[src/rtl/rx_ctrl_pkg.sv]
package rx_ctrl_pkg;

	// ------------------------------------------------------------
	// Register map (byte addresses)
	// ------------------------------------------------------------
	localparam int          ADDR_W          = 8;
	localparam logic [7:0]  LANE6_OFS       = 8'h1C;
	localparam logic [7:0]  LANE7_OFS       = 8'h20;
	localparam logic [7:0]  LINK_OFS        = 8'h50;
	localparam logic [7:0]  REINIT_EN_OFS   = 8'h78;
	localparam logic [7:0]  CFG_WORD0_OFS   = 8'hA0;
	localparam logic [7:0]  CFG_WORD1_OFS   = 8'hA4;
	localparam logic [7:0]  CFG_WORD2_OFS   = 8'hA8;
	localparam logic [7:0]  CFG_WORD3_OFS   = 8'hAC;

	// ------------------------------------------------------------
	// Field positions
	// ------------------------------------------------------------
	localparam int          LANE_FIELD_LSB  = 0;
	localparam int          LANE_FIELD_MSB  = 2;
	localparam int          LINK_FIELD_LSB  = 7;
	localparam int          LINK_FIELD_MSB  = 16;
	localparam int          LINK_SEL_LSB    = 7;
	localparam int          LINK_SEL_MSB    = 10;
	localparam int          LINK_REINIT_POS = 12;

	// ------------------------------------------------------------
	// Sizes and reset values
	// ------------------------------------------------------------
	localparam int          NUM_LANES       = 8;
	localparam int          CFG_WORDS       = 4;
	localparam int          ERR_KINDS       = 8;
	localparam int          CODE_GROUP_IDX  = 0;
	localparam logic [3:0]  LAST_LANE_SEL   = 4'h7;
	localparam logic [2:0]  LANE_RESET      = 3'h4;
	localparam logic [9:0]  LINK_RESET      = 10'h000;
	localparam logic [7:0]  REINIT_EN_RESET = 8'hFF;

	// Per-lane control word, bit 2 down to bit 0
	typedef struct packed {
		logic       spare;
		logic       power_off;
		logic       invert;
	} lane_ctrl_s;

	// Link control word, bit 16 down to bit 7
	typedef struct packed {
		logic [3:0] spare_hi;
		logic       reinit_off;
		logic       spare_lo;
		logic [3:0] cfg_sel;
	} link_ctrl_s;

	// Register port request
	typedef struct packed {
		logic [7:0]  addr;
		logic [31:0] wdata;
		logic        wr;
		logic        rd;
	} reg_req_s;

endpackage

[src/rtl/lane_invert.sv]
`timescale 1ns/1ps
module lane_invert #(
	parameter int DATA_W = 32
) (
	input  wire logic              core_clk,
	input  wire logic              nrst,
	input  wire logic              invert,
	input  wire logic [DATA_W-1:0] din,
	output logic      [DATA_W-1:0] dout
);

	// ------------------------------------------------------------
	// Parameter check
	// ------------------------------------------------------------
	if (DATA_W < 1) begin : g_bad_width
		$error("lane_invert: DATA_W must be at least 1");
	end

	logic [DATA_W-1:0] next_dout;

	// Flip every bit when swapped pairs are flagged
	always_comb begin
		next_dout = invert ? ~din : din;
	end

	// Register the lane data, one cycle of latency
	always_ff @(posedge core_clk) begin
		if (!nrst) begin
			dout <= '0;
		end else begin
			dout <= next_dout;
		end
	end

endmodule // lane_invert

[src/rtl/cfg_capture.sv]
`timescale 1ns/1ps
module cfg_capture #(
	parameter int LANES = 8,
	parameter int WORDS = 4
) (
	input  wire logic                           core_clk,
	input  wire logic                           nrst,
	input  wire logic [LANES-1:0]               capture,
	input  wire logic [LANES-1:0][WORDS*32-1:0] cfg_in,
	input  wire logic [3:0]                     sel,
	output logic      [WORDS*32-1:0]            sel_words
);

	// ------------------------------------------------------------
	// Parameter check
	// ------------------------------------------------------------
	if (LANES < 1 || LANES > 16 || WORDS < 1) begin : g_bad_size
		$error("cfg_capture: LANES must be 1..16 and WORDS at least 1");
	end

	logic [WORDS*32-1:0] store      [LANES];
	logic [WORDS*32-1:0] next_store [LANES];

	// Each lane keeps its own copy until its next capture
	always_comb begin
		for (int i = 0; i < LANES; i++) begin
			next_store[i] = capture[i] ? cfg_in[i] : store[i];
		end
	end

	always_ff @(posedge core_clk) begin
		if (!nrst) begin
			for (int i = 0; i < LANES; i++) begin
				store[i] <= '0;
			end
		end else begin
			for (int i = 0; i < LANES; i++) begin
				store[i] <= next_store[i];
			end
		end
	end

	// Out-of-range selection yields all zeros
	always_comb begin
		sel_words = '0;
		for (int i = 0; i < LANES; i++) begin
			if (sel == 4'(i)) begin
				sel_words = store[i];
			end
		end
	end

endmodule // cfg_capture

[src/rtl/rx_lane_link_regs.sv]
`timescale 1ns/1ps
module rx_lane_link_regs #(
	parameter int DATA_W    = 32,
	parameter int ERR_KINDS = rx_ctrl_pkg::ERR_KINDS
) (
	input  wire logic                                        core_clk,
	input  wire logic                                        nrst,
	input  wire logic [7:0]                                  reg_addr,
	input  wire logic [31:0]                                 reg_wdata,
	input  wire logic                                        reg_wr,
	input  wire logic                                        reg_rd,
	output logic      [31:0]                                 reg_rdata,
	output logic      [7:6]                                  lane_power_off,
	input  wire logic [DATA_W-1:0]                           lane6_rx_in,
	input  wire logic [DATA_W-1:0]                           lane7_rx_in,
	output logic      [DATA_W-1:0]                           lane6_rx_out,
	output logic      [DATA_W-1:0]                           lane7_rx_out,
	input  wire logic [rx_ctrl_pkg::NUM_LANES-1:0]           cfg_capture_in,
	input  wire logic [rx_ctrl_pkg::NUM_LANES-1:0][127:0]    cfg_words_in,
	input  wire logic [ERR_KINDS-1:0]                        link_err,
	output logic                                             link_reinit
);

	// ------------------------------------------------------------
	// Parameter check
	// ------------------------------------------------------------
	if (ERR_KINDS < 1 || ERR_KINDS > 32) begin : g_bad_errs
		$error("rx_lane_link_regs: ERR_KINDS must be 1..32");
	end
	if (rx_ctrl_pkg::CFG_WORDS != 4) begin : g_bad_words
		$error("rx_lane_link_regs: four config words expected");
	end
	if (DATA_W < 1) begin : g_bad_data
		$error("rx_lane_link_regs: DATA_W must be at least 1");
	end
	if (rx_ctrl_pkg::CODE_GROUP_IDX >= ERR_KINDS) begin : g_bad_code_group
		$error("rx_lane_link_regs: code-group error bit outside link_err");
	end
	if (rx_ctrl_pkg::NUM_LANES < 8) begin : g_bad_lanes
		$error("rx_lane_link_regs: lanes 6 and 7 need at least eight lanes");
	end
	if (rx_ctrl_pkg::ADDR_W != 8) begin : g_bad_addr
		$error("rx_lane_link_regs: register port address is eight bits");
	end
	if (rx_ctrl_pkg::LINK_SEL_MSB - rx_ctrl_pkg::LINK_SEL_LSB != 3) begin : g_bad_sel
		$error("rx_lane_link_regs: lane selector must be four bits");
	end
	if (rx_ctrl_pkg::LINK_REINIT_POS - rx_ctrl_pkg::LINK_FIELD_LSB != 5) begin : g_bad_reinit_pos
		$error("rx_lane_link_regs: reinit disable position does not match struct");
	end

	// ------------------------------------------------------------
	// Helpers
	// ------------------------------------------------------------

	// Place a lane word in the low bits, upper bits zero
	function automatic logic [31:0] lane_word(input rx_ctrl_pkg::lane_ctrl_s c);
		lane_word = {29'h0000000, c};
	endfunction

	// Take the writable lane field out of a bus word
	function automatic rx_ctrl_pkg::lane_ctrl_s lane_field(input logic [31:0] w);
		lane_field = rx_ctrl_pkg::lane_ctrl_s'(
			w[rx_ctrl_pkg::LANE_FIELD_MSB:rx_ctrl_pkg::LANE_FIELD_LSB]);
	endfunction

	// Pick one word of the selected lane's config block
	function automatic logic [31:0] cfg_word(input logic [127:0] blk, input int idx);
		cfg_word = blk[idx*32 +: 32];
	endfunction

	// Take the writable link field (bits 16:7) out of a bus word
	function automatic rx_ctrl_pkg::link_ctrl_s link_field(input logic [31:0] w);
		link_field = rx_ctrl_pkg::link_ctrl_s'(
			w[rx_ctrl_pkg::LINK_FIELD_MSB:rx_ctrl_pkg::LINK_FIELD_LSB]);
	endfunction

	// Place the link field at bits 16:7; reserved bits read zero
	function automatic logic [31:0] link_word(input rx_ctrl_pkg::link_ctrl_s c);
		link_word = 32'h00000000;
		link_word[rx_ctrl_pkg::LINK_FIELD_MSB:rx_ctrl_pkg::LINK_FIELD_LSB] = c;
	endfunction

	// Per-error reinit gate; the global disable keeps only code-group,
	// still under its own enable so that path can be silenced too
	function automatic logic [ERR_KINDS-1:0] reinit_gate(
		input logic [ERR_KINDS-1:0] en,
		input logic                 off
	);
		reinit_gate = en;
		if (off) begin
			reinit_gate = '0;
			reinit_gate[rx_ctrl_pkg::CODE_GROUP_IDX] = en[rx_ctrl_pkg::CODE_GROUP_IDX];
		end
	endfunction

	// ------------------------------------------------------------
	// Register state
	// ------------------------------------------------------------
	rx_ctrl_pkg::reg_req_s   req;
	rx_ctrl_pkg::lane_ctrl_s lane6;
	rx_ctrl_pkg::lane_ctrl_s lane7;
	rx_ctrl_pkg::link_ctrl_s link;
	logic [ERR_KINDS-1:0]    reinit_en;
	rx_ctrl_pkg::lane_ctrl_s next_lane6;
	rx_ctrl_pkg::lane_ctrl_s next_lane7;
	rx_ctrl_pkg::link_ctrl_s next_link;
	logic [ERR_KINDS-1:0]    next_reinit_en;
	logic [31:0]             next_reg_rdata;
	logic [127:0]            sel_words;
	logic                    cfg_sel_ok;
	logic [127:0]            cfg_view;
	logic [ERR_KINDS-1:0]    err_gate;
	logic                    next_link_reinit;

	// Bundle the bus request
	always_comb begin
		req.addr  = reg_addr;
		req.wdata = reg_wdata;
		req.wr    = reg_wr;
		req.rd    = reg_rd;
	end

	// ------------------------------------------------------------
	// Write decode
	// ------------------------------------------------------------

	// Only the documented fields are stored; upper bits are dropped
	always_comb begin
		next_lane6     = lane6;
		next_lane7     = lane7;
		next_link      = link;
		next_reinit_en = reinit_en;
		if (req.wr) begin
			case (req.addr)
				rx_ctrl_pkg::LANE6_OFS: begin
					next_lane6 = lane_field(req.wdata);
				end
				rx_ctrl_pkg::LANE7_OFS: begin
					next_lane7 = lane_field(req.wdata);
				end
				rx_ctrl_pkg::LINK_OFS: begin
					next_link = link_field(req.wdata);
				end
				rx_ctrl_pkg::REINIT_EN_OFS: begin
					next_reinit_en = req.wdata[ERR_KINDS-1:0];
				end
				default: begin
					next_lane6 = lane6;
				end
			endcase
		end
	end

	// Control words: lane spares and the low eight reinit enables come up set, all else clear
	always_ff @(posedge core_clk) begin
		if (!nrst) begin
			lane6     <= rx_ctrl_pkg::lane_ctrl_s'(rx_ctrl_pkg::LANE_RESET);
			lane7     <= rx_ctrl_pkg::lane_ctrl_s'(rx_ctrl_pkg::LANE_RESET);
			link      <= rx_ctrl_pkg::link_ctrl_s'(rx_ctrl_pkg::LINK_RESET);
			reinit_en <= ERR_KINDS'(rx_ctrl_pkg::REINIT_EN_RESET);
		end else begin
			lane6     <= next_lane6;
			lane7     <= next_lane7;
			link      <= next_link;
			reinit_en <= next_reinit_en;
		end
	end

	// ------------------------------------------------------------
	// Read decode
	// ------------------------------------------------------------

	// Unmapped addresses read zero; data appears the cycle after
	always_comb begin
		next_reg_rdata = 32'h00000000;
		if (req.rd) begin
			case (req.addr)
				rx_ctrl_pkg::LANE6_OFS: begin
					next_reg_rdata = lane_word(lane6);
				end
				rx_ctrl_pkg::LANE7_OFS: begin
					next_reg_rdata = lane_word(lane7);
				end
				rx_ctrl_pkg::LINK_OFS: begin
					next_reg_rdata = link_word(link);
				end
				rx_ctrl_pkg::REINIT_EN_OFS: begin
					next_reg_rdata[ERR_KINDS-1:0] = reinit_en;
				end
				rx_ctrl_pkg::CFG_WORD0_OFS: begin
					next_reg_rdata = cfg_word(cfg_view, 0);
				end
				rx_ctrl_pkg::CFG_WORD1_OFS: begin
					next_reg_rdata = cfg_word(cfg_view, 1);
				end
				rx_ctrl_pkg::CFG_WORD2_OFS: begin
					next_reg_rdata = cfg_word(cfg_view, 2);
				end
				rx_ctrl_pkg::CFG_WORD3_OFS: begin
					next_reg_rdata = cfg_word(cfg_view, 3);
				end
				default: begin
					next_reg_rdata = 32'h00000000;
				end
			endcase
		end
	end

	// Read data stands for one cycle only, zero otherwise
	always_ff @(posedge core_clk) begin
		if (!nrst) begin
			reg_rdata <= 32'h00000000;
		end else begin
			reg_rdata <= next_reg_rdata;
		end
	end

	// ------------------------------------------------------------
	// Lane outputs
	// ------------------------------------------------------------

	// Straight from the stored bits so a fallback acts at once;
	// a downstream reset controller may use these as reset masks
	always_comb begin
		lane_power_off[6] = lane6.power_off;
		lane_power_off[7] = lane7.power_off;
	end

	// Per-lane polarity correction for swapped differential pairs
	lane_invert #(
		.DATA_W (DATA_W)
	) u_lane6_invert (
		.core_clk (core_clk),
		.nrst     (nrst),
		.invert   (lane6.invert),
		.din      (lane6_rx_in),
		.dout     (lane6_rx_out)
	);

	lane_invert #(
		.DATA_W (DATA_W)
	) u_lane7_invert (
		.core_clk (core_clk),
		.nrst     (nrst),
		.invert   (lane7.invert),
		.din      (lane7_rx_in),
		.dout     (lane7_rx_out)
	);

	// ------------------------------------------------------------
	// Link configuration capture
	// ------------------------------------------------------------

	// Every lane latches on its own strobe; selector picks the view
	cfg_capture #(
		.LANES (rx_ctrl_pkg::NUM_LANES),
		.WORDS (rx_ctrl_pkg::CFG_WORDS)
	) u_cfg_capture (
		.core_clk  (core_clk),
		.nrst      (nrst),
		.capture   (cfg_capture_in),
		.cfg_in    (cfg_words_in),
		.sel       (link.cfg_sel),
		.sel_words (sel_words)
	);

	// A selector past the last lane shows zeros here as well,
	// so a capture block built with spare lanes stays hidden
	always_comb begin
		cfg_sel_ok = link.cfg_sel <= rx_ctrl_pkg::LAST_LANE_SEL;
		cfg_view   = cfg_sel_ok ? sel_words : 128'h0;
	end

	// ------------------------------------------------------------
	// Link reinitialisation
	// ------------------------------------------------------------

	// Global disable leaves only the code-group error path open;
	// per-error enables still gate that one path
	always_comb begin
		err_gate = reinit_gate(reinit_en, link.reinit_off);
		next_link_reinit = |(link_err & err_gate);
	end

	// Registered so the request is glitch-free toward the link FSM
	always_ff @(posedge core_clk) begin
		if (!nrst) begin
			link_reinit <= 1'b0;
		end else begin
			link_reinit <= next_link_reinit;
		end
	end

endmodule // rx_lane_link_regs

[config.mk]
export PLATFORM = sky130hd
export DESIGN_NAME = rx_lane_link_regs
export DESIGN_NICKNAME = d
export VERILOG_FILES = /design/src/rtl/rx_ctrl_pkg.sv /design/src/rtl/lane_invert.sv /design/src/rtl/cfg_capture.sv /design/src/rtl/rx_lane_link_regs.sv
export SDC_FILE = /design/constraint.sdc
export NUM_CORES = 2
export LEC_CHECK = 0
export ABC_AREA = 1
export ABC_CLOCK_PERIOD_IN_PS = 3200
export BUFFER_PORTS_ARGS = -buffer_cell sky130_fd_sc_hd__buf_2
export CAP_MARGIN = 20
export CORE_AREA = 3 3 478 480
export DETAILED_ROUTE_END_ITERATION = 12
export DIE_AREA = 0 0 481 483
export PLACE_DENSITY = 0.43
export SLEW_MARGIN = 0
export SYNTH_ARGS = -nofsm -noshare
export SYNTH_HDL_FRONTEND = slang
export SYNTH_SLANG_ARGS = --single-unit
[constraint.sdc]
create_clock -name core_clk -period 3.2 [get_ports core_clk]
set_input_delay 0.64 -clock core_clk [delete_from_list [all_inputs] [get_ports core_clk]]
set_output_delay 0.64 -clock core_clk [all_outputs]
set_load 0.005 [all_outputs]
==> impl_metrics.json <==
{
  "grt_pass1_wl_um": 407000,
  "arrival_ns": 3.77,
  "crit_fanout": 21,
  "p_int_w": 0.0265,
  "slew_violations": 0,
  "min_period_over_period": 0.972,
  "num_vias": 51400,
  "drive_above_1_share": 0.217,
  "synth_common_cells": "1198 x o21ai_0, 1145 x dfxtp_1, 1032 x nor2_1",
  "clk_latency_ns": 0.82,
  "cts_tree": "yes",
  "synth.net_count": 7764,
  "run_status": "finished, final reports clean",
  "fin_area_sq_um": 64200,
  "routed_wl_um": 305000,
  "p_clk_frac": 0.461,
  "final.fill_count": 25100,
  "drv_cap": 0,
  "cts_setup_buffers": 0,
  "yosys_warnings": 0,
  "detail-route-antenna-nets": 0,
  "comb_power_share": 0.116,
  "drt_iter0_markers": 3995,
  "powerDensity_nw_per_um2": 572,
  "synth_area_per_cell_sq_um": 7.17,
  "worstMarginPinSlew_ns": 1.10,
  "dp_slack_ns": -0.0776,
  "die_area_sq_um": 232000,
  "fin_crit_ns": 3.11,
  "worstSetupPathType": "reg -> reg",
  "rsz0062_at_grt": "no",
  "sw_frac_of_total": 0.278,
  "first_global_vias": 49700,
  "cts.sinks": 1145,
  "hpwlAfterDp_um": 243000,
  "die_y_um": 483,
  "cts-htree-levels": 4,
  "multi_input_comb_area_sq_um": 19700,
  "p_sw_w": 0.0102,
  "cts.path.max_buffers": 3,
  "max-vdd-ir-drop_mv": 0.355,
  "wl_per_cell_um": 27.6,
  "p_leak_nw": 27.7,
  "grt_max_degree": 174,
  "place_congestion": 0.908,
  "ys_seq_area_frac": 0.483,
  "cts-root-buf": "clkbuf_16",
  "seq_area_sq_um": 22900,
  "ys_ff_latch": 1145,
  "num_rows": 174,
  "die_w_um": 481,
  "finalNonFillerCells": 11100,
  "dp.cells": 10600,
  "final_nets": 8997,
  "max_freq_mhz": 321,
  "synthFlopType": "dfxtp_1",
  "initial_core_util": 0.211,
  "core_sq_um": 225000,
  "slew_headroom": 0.268,
  "grt_usage": 0.251,
  "port-buffer-count": 1231,
  "hold_violations": 0,
  "dpl_cell_area_sq_um": 57900,
  "pin_count": 1247,
  "synthTopCellsByArea": "dfxtp_1 48%, o21ai_0 13%, a21oi_1 9.0%, nor2_1 8.2%, inv_1 6.1%",
  "grt_overflow": 0,
  "skew_ns": 0.0434,
  "synth.most_common_cell": "o21ai_0",
  "drcViolationCount": 0,
  "syn_inst": 6616,
  "finalSetupViolCount": 0,
  "hp-class": "in -> reg",
  "first_pass_iters": 6,
  "cp.required_ns": 3.86,
  "start_kind": "register",
  "tritoncts.num_buffers": 146,
  "yosys.area.top_type": "dfxtp_1",
  "synth-edff-count": 0,
  "syn_to_final_growth_pct": 35.3,
  "async_reset_ff_frac": 0,
  "ys_types": 36,
  "clkTransAtPathRegs_ns": 0.06,
  "antenna_found_initial": 214,
  "crit_path_end_kind": "register",
  "vias_per_cell": 4.65,
  "syn-cell-area_sq_um": 47500,
  "seqPwrFrac": 0.423,
  "synth.top_cell.area_share": 0.483,
  "fin_ws_ns": 0.0889
}
[through the flow]
stage	power [W]	TNS, ns	hold WS (ns)	utilization
2_1_floorplan	0.0175	0	0.425	-
3_3_place_gp	0.0199	-0.0645	0.437	0.258
3_5_place_dp	0.0200	-0.0885	0.442	0.258
4_1_cts	0.0371	0	0.000311	0.285
5_1_grt	0.0380	0	0.0299	0.285
6_report	0.0367	0	0.0717	0.286
[sequential cells by signal, summed over array words and instances (netlist names)]
signal,flops
lane6,2
lane7,2
lane_power_off,2
link,10
link_reinit,1
reg_rdata,32
reinit_en,8
u_cfg_capture.store,1024
u_lane6_invert.dout,32
u_lane7_invert.dout,32
[cells by family (layout without fill, tap and decap cells)]
kind of cell / after synthesis / count (layout) / synth area share
flip-flops: 1145 / 1145 / 0.483
other: 0 / 100 / 0
XOR/XNOR: 64 / 64 / 0.0118
AND/OR/NAND/NOR: 1826 / 1826 / 0.152
buffers and inverters: 1293 / 2637 / 0.104
AO/OA/AOI/OAI: 2288 / 2288 / 0.249
[critical path, stage by stage (launching register included)]
cell and delay (ns):
dfxtp_1 0.47, nor2_4 0.16, nand2_4 0.20, buf_12 0.21, buf_4 0.30, o22ai_1 0.23, a21oi_1 0.35, o2111ai_1 0.28
nand2_1 0.12, nand3_1 0.19, nor2_2 0.31, nor2_1 0.08
[layout make-up]
| cell class | instances | share of cell area |
|---|---|---|
| flip-flops and latches | 1145 | 0.357 |
| multi-input cells | 4178 | 0.307 |
| repair buffers | 1589 | 0.152 |
| clock buffers | 215 | 0.0655 |
| well taps | 2992 | 0.0583 |
| inverters | 789 | 0.0471 |
| clock inverters | 44 | 0.00969 |
| diodes | 100 | 0.00390 |
[power groups by stage]
stage	logic, W	registers, W	clock network, W
floorplan	0.00179	0.0157	0
global placement	0.00410	0.0158	0
detailed placement	0.00413	0.0158	0
CTS	0.00430	0.0155	0.0173
global route	0.00464	0.0156	0.0178
finish	0.00425	0.0155	0.0169
[cells in the final DEF, fill, tap and decap left out, types with 64 or more instances in the layout]
master,Yosys,layout
diode_2,0,100
nor2_1,1032,1029
buf_4,5,192
buf_2,60,1228
inv_1,777,769
nand2_1,565,556
o21ai_0,1198,1198
xnor2_1,64,64
clkbuf_16,0,147
o22ai_1,100,99
dlygate4sd3_1,0,123
nand3_1,181,180
a21oi_1,855,854
dfxtp_1,1145,1143
[worst paths after layout]
check / startpoint / end / slack (ns) / cells after the start
max: link[3] / reg_rdata[26] / 0.09 / 11
min reg2reg: link[9] / reg_rdata[16] / 0.45 / 2
max reg2reg: link[3] / reg_rdata[26] / 0.09 / 11
min: cfg_words_in[313] / u_cfg_capture.store[0][313] / 0.07 / 3
[timing repair]
item | in CTS | in global routing
endpoints found under the hold margin | 123 | 0
hold buffers | 123 | 0
gates resized for setup | 1 | 4
pin swaps | 0 | 0
endpoints found under the setup margin | 1 | 6
[routing by layer]
metal	up-vias	part of all wire	global-route usage
met2	2003	0.45	0.404
met5	-	0.0018	0
met1	24600	0.43	0.321
met4	88	0.048	0.105
met3	556	0.072	0.0600
li1	24200	-	-
Power figures use the tool's default switching activity.
